==> src/common/audio_src_pkg.sv <==
// Constants, codes and helpers for the serial audio source controller.
// Assumes a single 125 MHz system clock; no other party includes this.
package audio_src_pkg;

    // ==================================================================
    // Format codes driven on the three format select pins
    localparam logic [2:0] FMT_RJ16 = 3'h0;
    localparam logic [2:0] FMT_RJ18 = 3'h1;
    localparam logic [2:0] FMT_RJ20 = 3'h2;
    localparam logic [2:0] FMT_RJ24 = 3'h3;
    localparam logic [2:0] FMT_I2S = 3'h4;
    localparam logic [2:0] FMT_LEFT = 3'h5;

    // ==================================================================
    // Bit clocks per frame select period
    localparam logic [1:0] RATIO_32 = 2'h0;
    localparam logic [1:0] RATIO_48 = 2'h1;
    localparam logic [1:0] RATIO_64 = 2'h2;

    // ==================================================================
    // Gain codes: 0, 6, 12, 18 dB
    localparam logic [1:0] GAIN_0DB = 2'h0;
    localparam logic [1:0] GAIN_6DB = 2'h1;
    localparam logic [1:0] GAIN_12DB = 2'h2;
    localparam logic [1:0] GAIN_18DB = 2'h3;

    // ==================================================================
    // Widths and timing
    localparam int SAMPLE_W = 24;
    localparam int CLK_PERIOD_NS = 8;
    localparam int RESET_LOW_NS = 1000;
    localparam int RESET_LOW_CYC = (RESET_LOW_NS + CLK_PERIOD_NS - 1) / CLK_PERIOD_NS;
    localparam int BCLK_HALF_CYC = 10;
    localparam logic [6:0] RESET_CNT_INIT = 7'h00;
    localparam logic [5:0] POS_INIT = 6'h00;
    localparam logic [23:0] WORD_INIT = 24'h000000;

    // ==================================================================
    // Bit clocks in one frame
    function automatic logic [6:0] frame_len(input logic [1:0] ratio);
        case (ratio)
            RATIO_32: frame_len = 7'h20;
            RATIO_48: frame_len = 7'h30;
            default: frame_len = 7'h40;
        endcase
    endfunction : frame_len

    // Valid bits per word, never longer than the slot
    function automatic logic [5:0] word_len(input logic [2:0] fmt, input logic [5:0] slot);
        logic [5:0] wl;
        case (fmt)
            FMT_RJ16: wl = 6'h10;
            FMT_RJ18: wl = 6'h12;
            FMT_RJ20: wl = 6'h14;
            FMT_RJ24: wl = 6'h18;
            default: wl = (slot >= 6'h18) ? 6'h18 : 6'h10;
        endcase
        word_len = (wl > slot) ? slot : wl;
    endfunction : word_len

    // Slot position carrying the most significant bit
    function automatic logic [5:0] msb_pos(input logic [2:0] fmt, input logic [5:0] slot);
        if (fmt == FMT_I2S) begin
            msb_pos = 6'h01;
        end else if (fmt == FMT_LEFT) begin
            msb_pos = 6'h00;
        end else begin
            msb_pos = slot - word_len(fmt, slot);
        end
    endfunction : msb_pos

endpackage : audio_src_pkg

==> src/common/bclk_tick_if.sv <==
// Tick bundle between the bit clock divider and the source controller.
// Assumes both ends run on the same system clock.
`timescale 1ns/1ps
`default_nettype none
interface bclk_tick_if;
    logic run;
    logic fall;
    logic rise;
    modport gen (input run, output fall, output rise);
    modport use_ticks (output run, input fall, input rise);
endinterface : bclk_tick_if
`default_nettype wire

==> src/design/bclk_divider.sv <==
// Bit clock divider: alternating one-cycle fall and rise enables.
// Assumes run is driven from the controller on the same clock.
`timescale 1ns/1ps
`default_nettype none
module bclk_divider #(
    parameter int HALF_CYC = audio_src_pkg::BCLK_HALF_CYC
) (
    // Clock and reset
    input wire logic i_clk,
    input wire logic i_rst,
    // Tick bundle
    bclk_tick_if.gen tick
);
    import audio_src_pkg::*;

    logic [15:0] cnt_reg;
    logic [15:0] cnt_next;
    logic phase_reg;
    logic phase_next;
    logic fall_reg;
    logic fall_next;
    logic rise_reg;
    logic rise_next;

    // ==================================================================
    // Half period counter; first tick after run is always a fall
    always_comb begin
        cnt_next = cnt_reg;
        phase_next = phase_reg;
        fall_next = 1'b0;
        rise_next = 1'b0;
        if (!tick.run) begin
            cnt_next = 16'h0000;
            phase_next = 1'b0;
        end else if (cnt_reg == 16'(HALF_CYC - 1)) begin
            cnt_next = 16'h0000;
            phase_next = ~phase_reg;
            fall_next = ~phase_reg;
            rise_next = phase_reg;
        end else begin
            cnt_next = cnt_reg + 16'h0001;
        end
    end

    always_ff @(posedge i_clk or posedge i_rst) begin
        if (i_rst) begin
            cnt_reg <= 16'h0000;
            phase_reg <= 1'b0;
            fall_reg <= 1'b0;
            rise_reg <= 1'b0;
        end else begin
            cnt_reg <= cnt_next;
            phase_reg <= phase_next;
            fall_reg <= fall_next;
            rise_reg <= rise_next;
        end
    end

    assign tick.fall = fall_reg;
    assign tick.rise = rise_reg;

endmodule : bclk_divider
`default_nettype wire

==> src/design/audio_source_ctrl.sv <==
// Serial audio source: drives bit clock, frame select, two data lines,
// format and gain straps and the reset pin of a clock-slave receiver.
// Assumes samples come from logic on i_clk; pins go straight to the device.
//
// Overview of operation
// - I2S: frame select low for left word, high for right word.
// - Bit clock runs 32, 48 or 64 periods per frame only.
// - I2S: MSB one bit clock after frame select changes.
// - MSB first; data changes on falling, sampled on rising bit clock.
// - Justified modes: frame select high for left, low for right.
// - Left-justified: MSB in the same bit period as the frame select toggle.
// - Right-justified 24-bit at 64 bit clocks per frame: first data bit eight bit periods after toggle.
// - Right-justified: LSB always in the last bit period before the toggle.
// - Format pins: 000-011 right-justified 16/18/20/24, 100 I2S, 101 left-justified.
// - Format patterns 110 and 111 are never driven.
// - Format and gain pins stay unchanged while reset is high.
`timescale 1ns/1ps
`default_nettype none
module audio_source_ctrl #(
    parameter int HALF_CYC = audio_src_pkg::BCLK_HALF_CYC
) (
    // Clock and reset
    input wire logic i_clk,
    input wire logic i_rst,
    // Configuration orders
    input wire logic i_apply,
    input wire logic i_stop,
    input wire logic [2:0] i_fmt,
    input wire logic [1:0] i_gain,
    input wire logic [1:0] i_ratio,
    // Sample stream
    input wire logic i_sample_valid,
    input wire logic [audio_src_pkg::SAMPLE_W-1:0] i_main_left,
    input wire logic [audio_src_pkg::SAMPLE_W-1:0] i_main_right,
    input wire logic [audio_src_pkg::SAMPLE_W-1:0] i_sub_left,
    input wire logic [audio_src_pkg::SAMPLE_W-1:0] i_sub_right,
    output logic o_sample_ready,
    // Status
    output logic o_busy,
    output logic o_refused,
    output logic o_underrun,
    // Device pins
    output logic o_dev_reset_n,
    output logic [2:0] o_fmt_sel,
    output logic [1:0] o_gain_sel,
    output logic o_bclk,
    output logic o_lrclk,
    output logic o_main_sdata,
    output logic o_sub_sdata
);
    import audio_src_pkg::*;

    typedef enum logic [1:0] {ST_IDLE, ST_SETUP, ST_RUN} state_t;

    bclk_tick_if tick ();

    bclk_divider #(.HALF_CYC(HALF_CYC)) u_div (
        .i_clk(i_clk),
        .i_rst(i_rst),
        .tick(tick)
    );

    state_t state_reg, state_next;
    logic [6:0] cnt_reg, cnt_next;
    logic [2:0] fmt_reg, fmt_next;
    logic [1:0] gain_reg, gain_next;
    logic [1:0] ratio_reg, ratio_next;
    logic rstn_reg, rstn_next;
    logic busy_reg, busy_next;
    logic refused_reg, refused_next;
    logic bclk_reg, bclk_next;
    logic lr_reg, lr_next;
    logic msd_reg, msd_next;
    logic ssd_reg, ssd_next;
    logic [5:0] pos_reg, pos_next;
    logic [23:0] ml_reg, ml_next, mr_reg, mr_next, sl_reg, sl_next, sr_reg, sr_next;
    logic [23:0] hml_reg, hml_next, hmr_reg, hmr_next, hsl_reg, hsl_next, hsr_reg, hsr_next;
    logic full_reg, full_next;
    logic ready_reg, ready_next;
    logic under_reg, under_next;
    logic [5:0] slot;
    logic [6:0] flen;
    logic left_level;

    // Bit of a word at a slot position, zero outside the word
    function automatic logic tx_bit(input logic [23:0] w, input logic [5:0] p,
                                    input logic [2:0] fmt, input logic [5:0] sl);
        logic [5:0] st;
        logic [5:0] k;
        st = msb_pos(fmt, sl);
        k = p - st;
        tx_bit = 1'b0;
        if (p >= st && k < word_len(fmt, sl)) begin
            tx_bit = w[23 - k];
        end
    endfunction : tx_bit

    assign flen = frame_len(ratio_reg);
    assign slot = flen[6:1];
    assign left_level = (fmt_reg == FMT_I2S) ? 1'b0 : 1'b1;

    // ==================================================================
    // Control sequence and serial framing
    always_comb begin
        logic [5:0] p;
        logic in_right;
        p = 6'h00;
        in_right = 1'b0;
        state_next = state_reg;
        cnt_next = cnt_reg;
        fmt_next = fmt_reg;
        gain_next = gain_reg;
        ratio_next = ratio_reg;
        rstn_next = rstn_reg;
        refused_next = 1'b0;
        under_next = 1'b0;
        bclk_next = bclk_reg;
        lr_next = lr_reg;
        msd_next = msd_reg;
        ssd_next = ssd_reg;
        pos_next = pos_reg;
        {ml_next, mr_next, sl_next, sr_next} = {ml_reg, mr_reg, sl_reg, sr_reg};
        {hml_next, hmr_next, hsl_next, hsr_next} = {hml_reg, hmr_reg, hsl_reg, hsr_reg};
        full_next = full_reg;
        case (state_reg)
            ST_IDLE: begin
                rstn_next = 1'b0;
                bclk_next = 1'b1;
                msd_next = bclk_reg ? 1'b0 : msd_reg;
                ssd_next = bclk_reg ? 1'b0 : ssd_reg;
                if (i_apply) begin
                    // Reserved formats and ratios never reach the pins
                    if (i_fmt[2:1] == 2'b11 || i_ratio == 2'b11) begin
                        refused_next = 1'b1;
                    end else begin
                        fmt_next = i_fmt;
                        gain_next = i_gain;
                        ratio_next = i_ratio;
                        cnt_next = RESET_CNT_INIT;
                        state_next = ST_SETUP;
                    end
                end
            end
            ST_SETUP: begin
                // Straps settle under reset before the releasing edge
                cnt_next = cnt_reg + 7'h01;
                pos_next = 6'(flen - 7'h01);
                lr_next = ~left_level;
                if (i_stop) begin
                    state_next = ST_IDLE;
                end else if (cnt_reg == 7'(RESET_LOW_CYC - 1)) begin
                    rstn_next = 1'b1;
                    state_next = ST_RUN;
                end
            end
            ST_RUN: begin
                if (i_stop) begin
                    rstn_next = 1'b0;
                    state_next = ST_IDLE;
                end else if (tick.fall) begin
                    bclk_next = 1'b0;
                    pos_next = (pos_reg == 6'(flen - 7'h01)) ? POS_INIT : pos_reg + 6'h01;
                    if (pos_next == POS_INIT) begin
                        // One sample set per frame select period
                        if (full_reg) begin
                            {ml_next, mr_next, sl_next, sr_next} = {hml_reg, hmr_reg, hsl_reg, hsr_reg};
                            full_next = 1'b0;
                        end else begin
                            {ml_next, mr_next, sl_next, sr_next} = {4{WORD_INIT}};
                            under_next = 1'b1;
                        end
                    end
                    in_right = (pos_next >= slot);
                    p = in_right ? pos_next - slot : pos_next;
                    lr_next = in_right ? ~left_level : left_level;
                    // Same position and format on both lines
                    msd_next = tx_bit(in_right ? mr_next : ml_next, p, fmt_reg, slot);
                    ssd_next = tx_bit(in_right ? sr_next : sl_next, p, fmt_reg, slot);
                end else if (tick.rise) begin
                    bclk_next = 1'b1;
                end
            end
            default: begin
                state_next = ST_IDLE;
            end
        endcase
        if (i_sample_valid && ready_reg) begin
            {hml_next, hmr_next, hsl_next, hsr_next} = {i_main_left, i_main_right, i_sub_left, i_sub_right};
            full_next = 1'b1;
        end
        ready_next = ~full_next;
        busy_next = (state_next != ST_IDLE);
    end

    always_ff @(posedge i_clk or posedge i_rst) begin
        if (i_rst) begin
            state_reg <= ST_IDLE;
            cnt_reg <= RESET_CNT_INIT;
            fmt_reg <= FMT_I2S;
            gain_reg <= GAIN_0DB;
            ratio_reg <= RATIO_64;
            rstn_reg <= 1'b0;
            busy_reg <= 1'b0;
            refused_reg <= 1'b0;
            bclk_reg <= 1'b1;
            lr_reg <= 1'b0;
            msd_reg <= 1'b0;
            ssd_reg <= 1'b0;
            pos_reg <= POS_INIT;
            {ml_reg, mr_reg, sl_reg, sr_reg} <= {4{WORD_INIT}};
            {hml_reg, hmr_reg, hsl_reg, hsr_reg} <= {4{WORD_INIT}};
            full_reg <= 1'b0;
            ready_reg <= 1'b0;
            under_reg <= 1'b0;
        end else begin
            state_reg <= state_next;
            cnt_reg <= cnt_next;
            fmt_reg <= fmt_next;
            gain_reg <= gain_next;
            ratio_reg <= ratio_next;
            rstn_reg <= rstn_next;
            busy_reg <= busy_next;
            refused_reg <= refused_next;
            bclk_reg <= bclk_next;
            lr_reg <= lr_next;
            msd_reg <= msd_next;
            ssd_reg <= ssd_next;
            pos_reg <= pos_next;
            {ml_reg, mr_reg, sl_reg, sr_reg} <= {ml_next, mr_next, sl_next, sr_next};
            {hml_reg, hmr_reg, hsl_reg, hsr_reg} <= {hml_next, hmr_next, hsl_next, hsr_next};
            full_reg <= full_next;
            ready_reg <= ready_next;
            under_reg <= under_next;
        end
    end

    assign tick.run = (state_reg == ST_RUN);
    assign o_sample_ready = ready_reg;
    assign o_busy = busy_reg;
    assign o_refused = refused_reg;
    assign o_underrun = under_reg;
    assign o_dev_reset_n = rstn_reg;
    assign o_fmt_sel = fmt_reg;
    assign o_gain_sel = gain_reg;
    assign o_bclk = bclk_reg;
    assign o_lrclk = lr_reg;
    assign o_main_sdata = msd_reg;
    assign o_sub_sdata = ssd_reg;
endmodule : audio_source_ctrl
`default_nettype wire

==> config.mk <==
export PLATFORM = sky130hd
export DESIGN_NAME = audio_source_ctrl
export DESIGN_NICKNAME = d
export VERILOG_FILES = /design/src/common/audio_src_pkg.sv /design/src/common/bclk_tick_if.sv /design/src/design/bclk_divider.sv /design/src/design/audio_source_ctrl.sv
export SDC_FILE = /design/constraint.sdc
export NUM_CORES = 1
export LEC_CHECK = 0
export BUFFER_PORTS_ARGS = -buffer_cell sky130_fd_sc_hd__buf_2
export CAP_MARGIN = 15
export CORE_MARGIN = 4
export CORE_UTILIZATION = 50
export DETAILED_ROUTE_END_ITERATION = 10
export HOLD_SLACK_MARGIN = 0.03
export PLACE_DENSITY = 0.71
export SLEW_MARGIN = 15
export SYNTH_ARGS = -nofsm -noshare
export SYNTH_HDL_FRONTEND = slang
export SYNTH_SLANG_ARGS = --single-unit
==> constraint.sdc <==
create_clock -name i_clk -period 10.5 [get_ports i_clk]
set_clock_uncertainty 0.1 [all_clocks]
set_input_delay 1.575 -clock i_clk [delete_from_list [all_inputs] [get_ports i_clk]]
set_output_delay 1.575 -clock i_clk [all_outputs]
set_load 0.02 [all_outputs]
# --- Yosys cells after proc, flatten, opt, wreduce, memory -nomap -nowiden ---
# Cells that the tools add are included.
totals:
  regBits: 243
  in_bits: 108
  output_inout_bits: 14
classes:
  n_addsub: 8
  order_cmp: 7
  eq_ne: 23
  n_mux: 101
  bitwise: 4
  reduce_logical: 19
ops:
  columns: ["cell", "count"]
  rows:
  - ["24-bit two-way mux", 22]
  - ["6-bit two-way mux", 19]
  - ["1-bit two-way mux", 38]
  - ["32-bit by 6-bit less-than comparator with 1-bit output (second input constant)", 1]
  - ["16-bit two-way mux", 2]
  - ["7-bit case mux with 2 select lines", 2]
  - ["2-bit != test (second input constant)", 9]
  - ["6-bit subtractor", 3]
  - ["16-bit by 1-bit adder with 16-bit output (second input constant)", 1]
  - ["16-bit by 4-bit == test with 1-bit output (second input constant)", 1]
  - ["4-bit case mux with 4 select lines", 1]
  - ["3-bit AND reduction", 5]
  - ["7-bit two-way mux", 2]
  - ["6-bit greater-or-equal comparator", 2]
  - ["6-bit greater-than comparator", 2]
  - ["6-bit case mux with 2 select lines", 1]
  - ["1-bit binary-select mux with 5-bit select", 2]
  - ["2-bit two-way mux", 5]
  - ["1-bit case mux with 2 select lines", 4]
  - ["4-bit AND reduction", 2]
  - ["2-bit nonzero test", 4]
  - ["7-bit by 1-bit adder with 7-bit output (second input constant)", 1]
  - ["7-bit == test (second input constant)", 1]
  - ["5-bit by 6-bit subtractor with 7-bit output (first input constant)", 1]
  - ["other kinds (21)", 31]

# --- Logic depth before layout (Yosys ltp) ---
logic_depth:
  ltp_word: 26
  depth_mapped: 23
  ltp_nobuf: 20

# --- By module ---
# Synthesis repeated with hierarchy kept, for this count alone.
unflattened:
  cells_unflattened: 1301
  hier_area_um2: 12414.4
modules_own_cells:
  columns: ["mod", "instances", "cells_each", "area_each_um2", "seq_area_each_um2"]
  rows:
  - ["audio_source_ctrl", 1, 1208, 11456.0, 5609.1]
  - ["bclk_divider", 1, 93, 958.4, 475.5]

# --- Least setup slack after synthesis ---
# No wires, ideal clock.
synth_path:
  kind: "register to register"
  from: "register pos_reg[0]"
  to: "register msd_reg (netlist: o_main_sdata)"
  setup_ps: 86
  t_arrival_ps: 5021
  t_required_ps: 10314
  slack_ps: 5294
  path_stages_with_launch: 23
  synth_period_minus_slack_ps: 5206
  cell_sequence: "dfrtp_1 -> ha_1 -> nand3_1 -> a2111oi_4 -> nor3_1 -> ha_1 -> nor2_1 -> nor2_1 -> nand2_1 -> buf_2 -> clkbuf_1 -> buf_2 -> mux2i_1 -> ha_1 -> xnor2_1 -> inv_1 -> ha_1 -> o21a_1 -> o21a_1 -> o21ai_0 -> nand2_1 -> a41o_1 -> a32oi_1"
synth_between:
  elab_chain_len: 14
synth_rtl:
  columns: ["item", "line", "rtl"]
  rows:
  - ["from (decl)", "audio_source_ctrl.sv:75", "logic [5:0] pos_reg, pos_next;"]
  - ["from (signal assigned)", "audio_source_ctrl.sv:228", "pos_reg <= pos_next;"]
  - ["6-bit by 1-bit adder with 6-bit output or 6-bit == test (tied branches)", "audio_source_ctrl.sv:162", "pos_next = (pos_reg == 6'(flen - 7'h01)) ? POS_INIT : pos_reg + 6'h01;"]
  - ["6-bit two-way mux *", "audio_source_ctrl.sv:162", null]
  - ["branches (longest 8 deep; another with 5-bit by 6-bit subtractor with 7-bit output)", null, null]
  - ["1-bit two-way mux *", "audio_source_ctrl.sv:93", "if (p >= st && k < word_len(fmt, sl)) begin"]
  - ["1-bit two-way mux *", "audio_source_ctrl.sv:160", "end else if (tick.fall) begin"]
  - ["1-bit two-way mux *", "audio_source_ctrl.sv:157", "if (i_stop) begin"]
  - ["1-bit case mux with 2 select lines *", "audio_source_ctrl.sv:125", "case (state_reg)"]
  - ["to (signal assigned)", "audio_source_ctrl.sv:226", "msd_reg <= msd_next;"]
  - ["to (decl)", "audio_source_ctrl.sv:73", "logic msd_reg, msd_next;"]
# Mark *: on every way between the ends. The select of a mux whose other input is x is not followed.
# A chain may end at the register's enable or synchronous reset.

# --- Worst setup path in the final report ---
layout_path:
  from: "register pos_reg[0]"
  to: "register ssd_reg (netlist: o_sub_sdata)"
layout_between:
  elab_chain_len: 14
layout_rtl:
  columns: ["item", "line", "rtl"]
  rows:
  - ["6-bit by 1-bit adder with 6-bit output or 6-bit == test (tied branches)", "audio_source_ctrl.sv:162", null]
  - ["6-bit two-way mux *", "audio_source_ctrl.sv:162", null]
  - ["branches (longest 8 deep; another with 5-bit by 6-bit subtractor with 7-bit output)", null, null]
  - ["1-bit two-way mux *", "audio_source_ctrl.sv:93", null]
  - ["1-bit two-way mux *", "audio_source_ctrl.sv:160", null]
  - ["1-bit two-way mux *", "audio_source_ctrl.sv:157", null]
  - ["1-bit case mux with 2 select lines *", "audio_source_ctrl.sv:125", null]
  - ["to (signal assigned)", "audio_source_ctrl.sv:227", "ssd_reg <= ssd_next;"]
  - ["to (decl)", "audio_source_ctrl.sv:74", "logic ssd_reg, ssd_next;"]
# Marked as above.

==> metrics.txt <==
synthesis-stage register bit count 243; first-pass iteration count of the detailed router 4; average wire per standard cell 17.8 µm; arrival time reported for the critical path endpoint 5.25 ns; power density of the placed cells 268 nW/µm²; combinational fraction of design power 0.417; Die ar. 27,300 µm²; number of synthesized flops with an enable pin 0; first-iteration detailed-routing DRC count 642; clock sinks 243; share of total power in the clock network 0.257; internal portion of total power 2340 µW; final worst path period share 0.469; number of antenna violations at the first check in global routing 0; Die Height 165 µm; layer with the highest usage met2; Std-Cell Core Area 24,300 µm²; Worst Setup Slack, final 5.57 ns; via count 9,218; post-synthesis to final-layout area growth 13.8%; GR Util met1 0.301; max-capacitance violation count 0; synthesized area divided by synthesized cell count 10.4 µm²; Fmax 203 MHz; number of I/O port buffers 121; total inserted antenna cells 0; prevailing post-synth register cell sky130_fd_sc_hd__dfrtp_1; final slew viol count 0; CTS tree done; setup repair after global routing missed its margin false; clock-pin transition on the worst setup and hold timing paths 0.07 ns; Area contributors post-synth sky130_fd_sc_hd__dfrtp_1, sky130_fd_sc_hd__mux2_2, sky130_fd_sc_hd__nand2_1; LEAKAGE 0.00644 µW; required time worst endpoint 10.83 ns; largest buffer count on any clock path 3; setup TNS 0 ns; post-synthesis instance total 1,194; Sequential Power Share 0.327; Detailed Place HPWL 19.3 mm; setup slack at placement 5.67 ns; Max-Slew Margin vs Limit 0.297; utilization of the core after routing 0.579; Num CTS Buffers 26; die outline width 165 µm; Total Wirelength 28.8 mm; global-route congestion overflow total 0; result of the run finished clean; start-to-end type of the worst setup path flip-flop to flip-flop; detailed-route DRC error count 0; Nets 1,408; placed cell area 13,200 µm²; depth of the CTS H-tree 1; number of failing setup endpoints in the final timing report 0; clock tree root buffer cell sky130_fd_sc_hd__clkbuf_16; Hold-fix buffers, CTS 0; Design Area, Final 14,100 µm²; Total Power 3770 µW; Worst-Skew Late Latency 0.53 ns; post-cts repair resize count 0; via count of the first global-routing pass 9,125; pin slew with the least headroom to its limit 1.05 ns; number of hold-slack violations in the final timing report 0; wire length of the first global-routing pass 47.4 mm; clock period minus worst slack 4.93 ns; portion of synthesized cell area occupied by the leading cell type 0.486; largest area contributor in the synthesized netlist sky130_fd_sc_hd__dfrtp_1; placer congestion estimate 0.829; crit start category flip-flop; sort of element at the end of the critical path flip-flop; met3 usage 0.0352; post-route ant nets 0; I/O pins 122; net switching fraction of the power 0.379; setup repair bufs after CTS 0; async set or reset register ratio after synthesis 1.00; met2 GRT Util 0.340; count of synthesis-stage warnings from yosys 0; maximum number of pins on one net before global-route repair 117; net load switching power 1430 µW; fraction of layout instances using a drive strength above 1 0.261; Peak supply drop 0.202 mV; FP Rows 57; worst hold-check path type flip-flop to flip-flop; vias per inst 5.69; initial cell density of the core 0.509; maximum fanout along the worst path 36; combined area of all synthesized cells 12,400 µm²; sequential element share of the synthesized area 0.492; global-route usage over all layers 0.213; number of library cell types mapped by synthesis 76
## layout make-up
type	count	area (µm²)
timing repair buffer	133	696
inverter	26	105
clock inverter	13	179
multi-input combinational	847	5870
sequential	243	6090
fill	2091	10200
tap	324	405
clock buffer	35	734
## through the flow
| step | instances | hold slack [ns] |
|---|---|---|
| 6_report | 1621 | 0.334 |
| 5_1_grt | 1621 | 0.352 |
| 4_1_cts | 1621 | 0.336 |
| 3_5_place_dp | 1573 | 0.328 |
| 3_3_place_gp | 1573 | 0.317 |
| 2_1_floorplan | 1195 | 0.312 |
## synthesized netlist by cell type (all sizes together) (4+ instances only)
| master | instances |
|---|---|
| xor2 | 15 |
| a311oi | 5 |
| clkbuf | 53 |
| xnor2 | 10 |
| dfrtp | 240 |
| inv | 25 |
| ha | 21 |
| a2111oi | 5 |
| o21a | 4 |
| a211oi | 17 |
| nand2b | 10 |
| nor4 | 5 |
| buf | 26 |
| nor2b | 5 |
| a21oi | 29 |
| o31ai | 7 |
| and2 | 28 |
| nor3 | 23 |
| a221oi | 5 |
| mux2i | 25 |
| a31oi | 7 |
| o211ai | 5 |
| nand3 | 29 |
| nand4 | 4 |
| nand3b | 5 |
| o21ai | 97 |
| mux4 | 10 |
| and3 | 9 |
| or3 | 11 |
| or4 | 5 |
| o2111ai | 4 |
| mux2 | 133 |
| nand2 | 206 |
| nor2 | 53 |
## critical path, stage by stage, from the launching register on
cell and delay (ns):
sky130_fd_sc_hd__dfrtp_1 0.48, sky130_fd_sc_hd__ha_1 0.27, sky130_fd_sc_hd__nand3_1 0.23, sky130_fd_sc_hd__a2111oi_4 0.48, sky130_fd_sc_hd__nor3_1 0.13, sky130_fd_sc_hd__ha_1 0.33, sky130_fd_sc_hd__nor2_1 0.05, sky130_fd_sc_hd__nor2_1 0.14
sky130_fd_sc_hd__and2_1 0.14, sky130_fd_sc_hd__buf_4 0.41, sky130_fd_sc_hd__o21ai_0 0.23, sky130_fd_sc_hd__ha_1 0.39, sky130_fd_sc_hd__xor2_1 0.27, sky130_fd_sc_hd__a2111oi_0 0.41, sky130_fd_sc_hd__o211ai_1 0.15, sky130_fd_sc_hd__a22oi_1 0.19
sky130_fd_sc_hd__nand3_1 0.13, sky130_fd_sc_hd__a32o_1 0.27
## per-layer routing
layer,wire length [µm],share of wire
met5,0,0
met4,799,0.028
met3,1530,0.053
met2,13600,0.47
met1,12900,0.45
## final timing paths
kind	endpoint	slack, ns	cells after the start	start
max	o_sub_sdata	5.57	17	pos_reg[0]
min	u_div.tick.fall	0.33	1	u_div.phase_reg
max reg2reg	o_sub_sdata	5.57	17	pos_reg[0]
min reg2reg	u_div.tick.fall	0.33	1	u_div.phase_reg
max in group asynchronous	hsl_reg[16]	7.82	3	i_rst
min in group asynchronous	u_div.cnt_reg[8]	1.02	2	i_rst
## cells in the final DEF, fill, tap and decap left out, types with 7 or more instances in the layout
cell type	count
sky130_fd_sc_hd__a211oi_1	17
sky130_fd_sc_hd__a21oi_1	29
sky130_fd_sc_hd__a31oi_1	7
sky130_fd_sc_hd__and2_1	27
sky130_fd_sc_hd__and3_1	9
sky130_fd_sc_hd__buf_2	121
sky130_fd_sc_hd__buf_4	12
sky130_fd_sc_hd__clkbuf_16	26
sky130_fd_sc_hd__clkinv_2	7
sky130_fd_sc_hd__dfrtp_1	239
sky130_fd_sc_hd__ha_1	21
sky130_fd_sc_hd__inv_1	24
sky130_fd_sc_hd__mux2_2	133
sky130_fd_sc_hd__mux2i_1	25
sky130_fd_sc_hd__mux4_2	10
sky130_fd_sc_hd__nand2_1	202
sky130_fd_sc_hd__nand2b_1	10
sky130_fd_sc_hd__nand3_1	29
sky130_fd_sc_hd__nor2_1	52
sky130_fd_sc_hd__nor3_1	23
sky130_fd_sc_hd__o21ai_0	97
sky130_fd_sc_hd__or3_1	11
sky130_fd_sc_hd__xnor2_1	10
sky130_fd_sc_hd__xor2_1	15
## kinds of logic (layout without fill, tap and decap cells)
kind of cell,Yosys count,in the layout,share of synthesized area
adders and majority gates,23,23,0.0245
other,2,3,0.000607
buffers and inverters,105,207,0.0355
DFF,243,243,0.492
xor gates and xnor gates,25,25,0.0177
muxes,168,168,0.160
and+or+nand+nor,406,406,0.154
AOI/OAI and AO/OA,222,222,0.116
## power by group through the flow
stage / Clock (µW) / Sequential [µW] / Combinational [µW]
floorplan: 0 / 1190 / 1220
global placement: 0 / 1240 / 1520
detailed placement: 0 / 1250 / 1550
CTS: 983 / 1230 / 1560
global route: 1030 / 1250 / 1730
finish: 967 / 1230 / 1570
(Power assumes the default switching activity.)
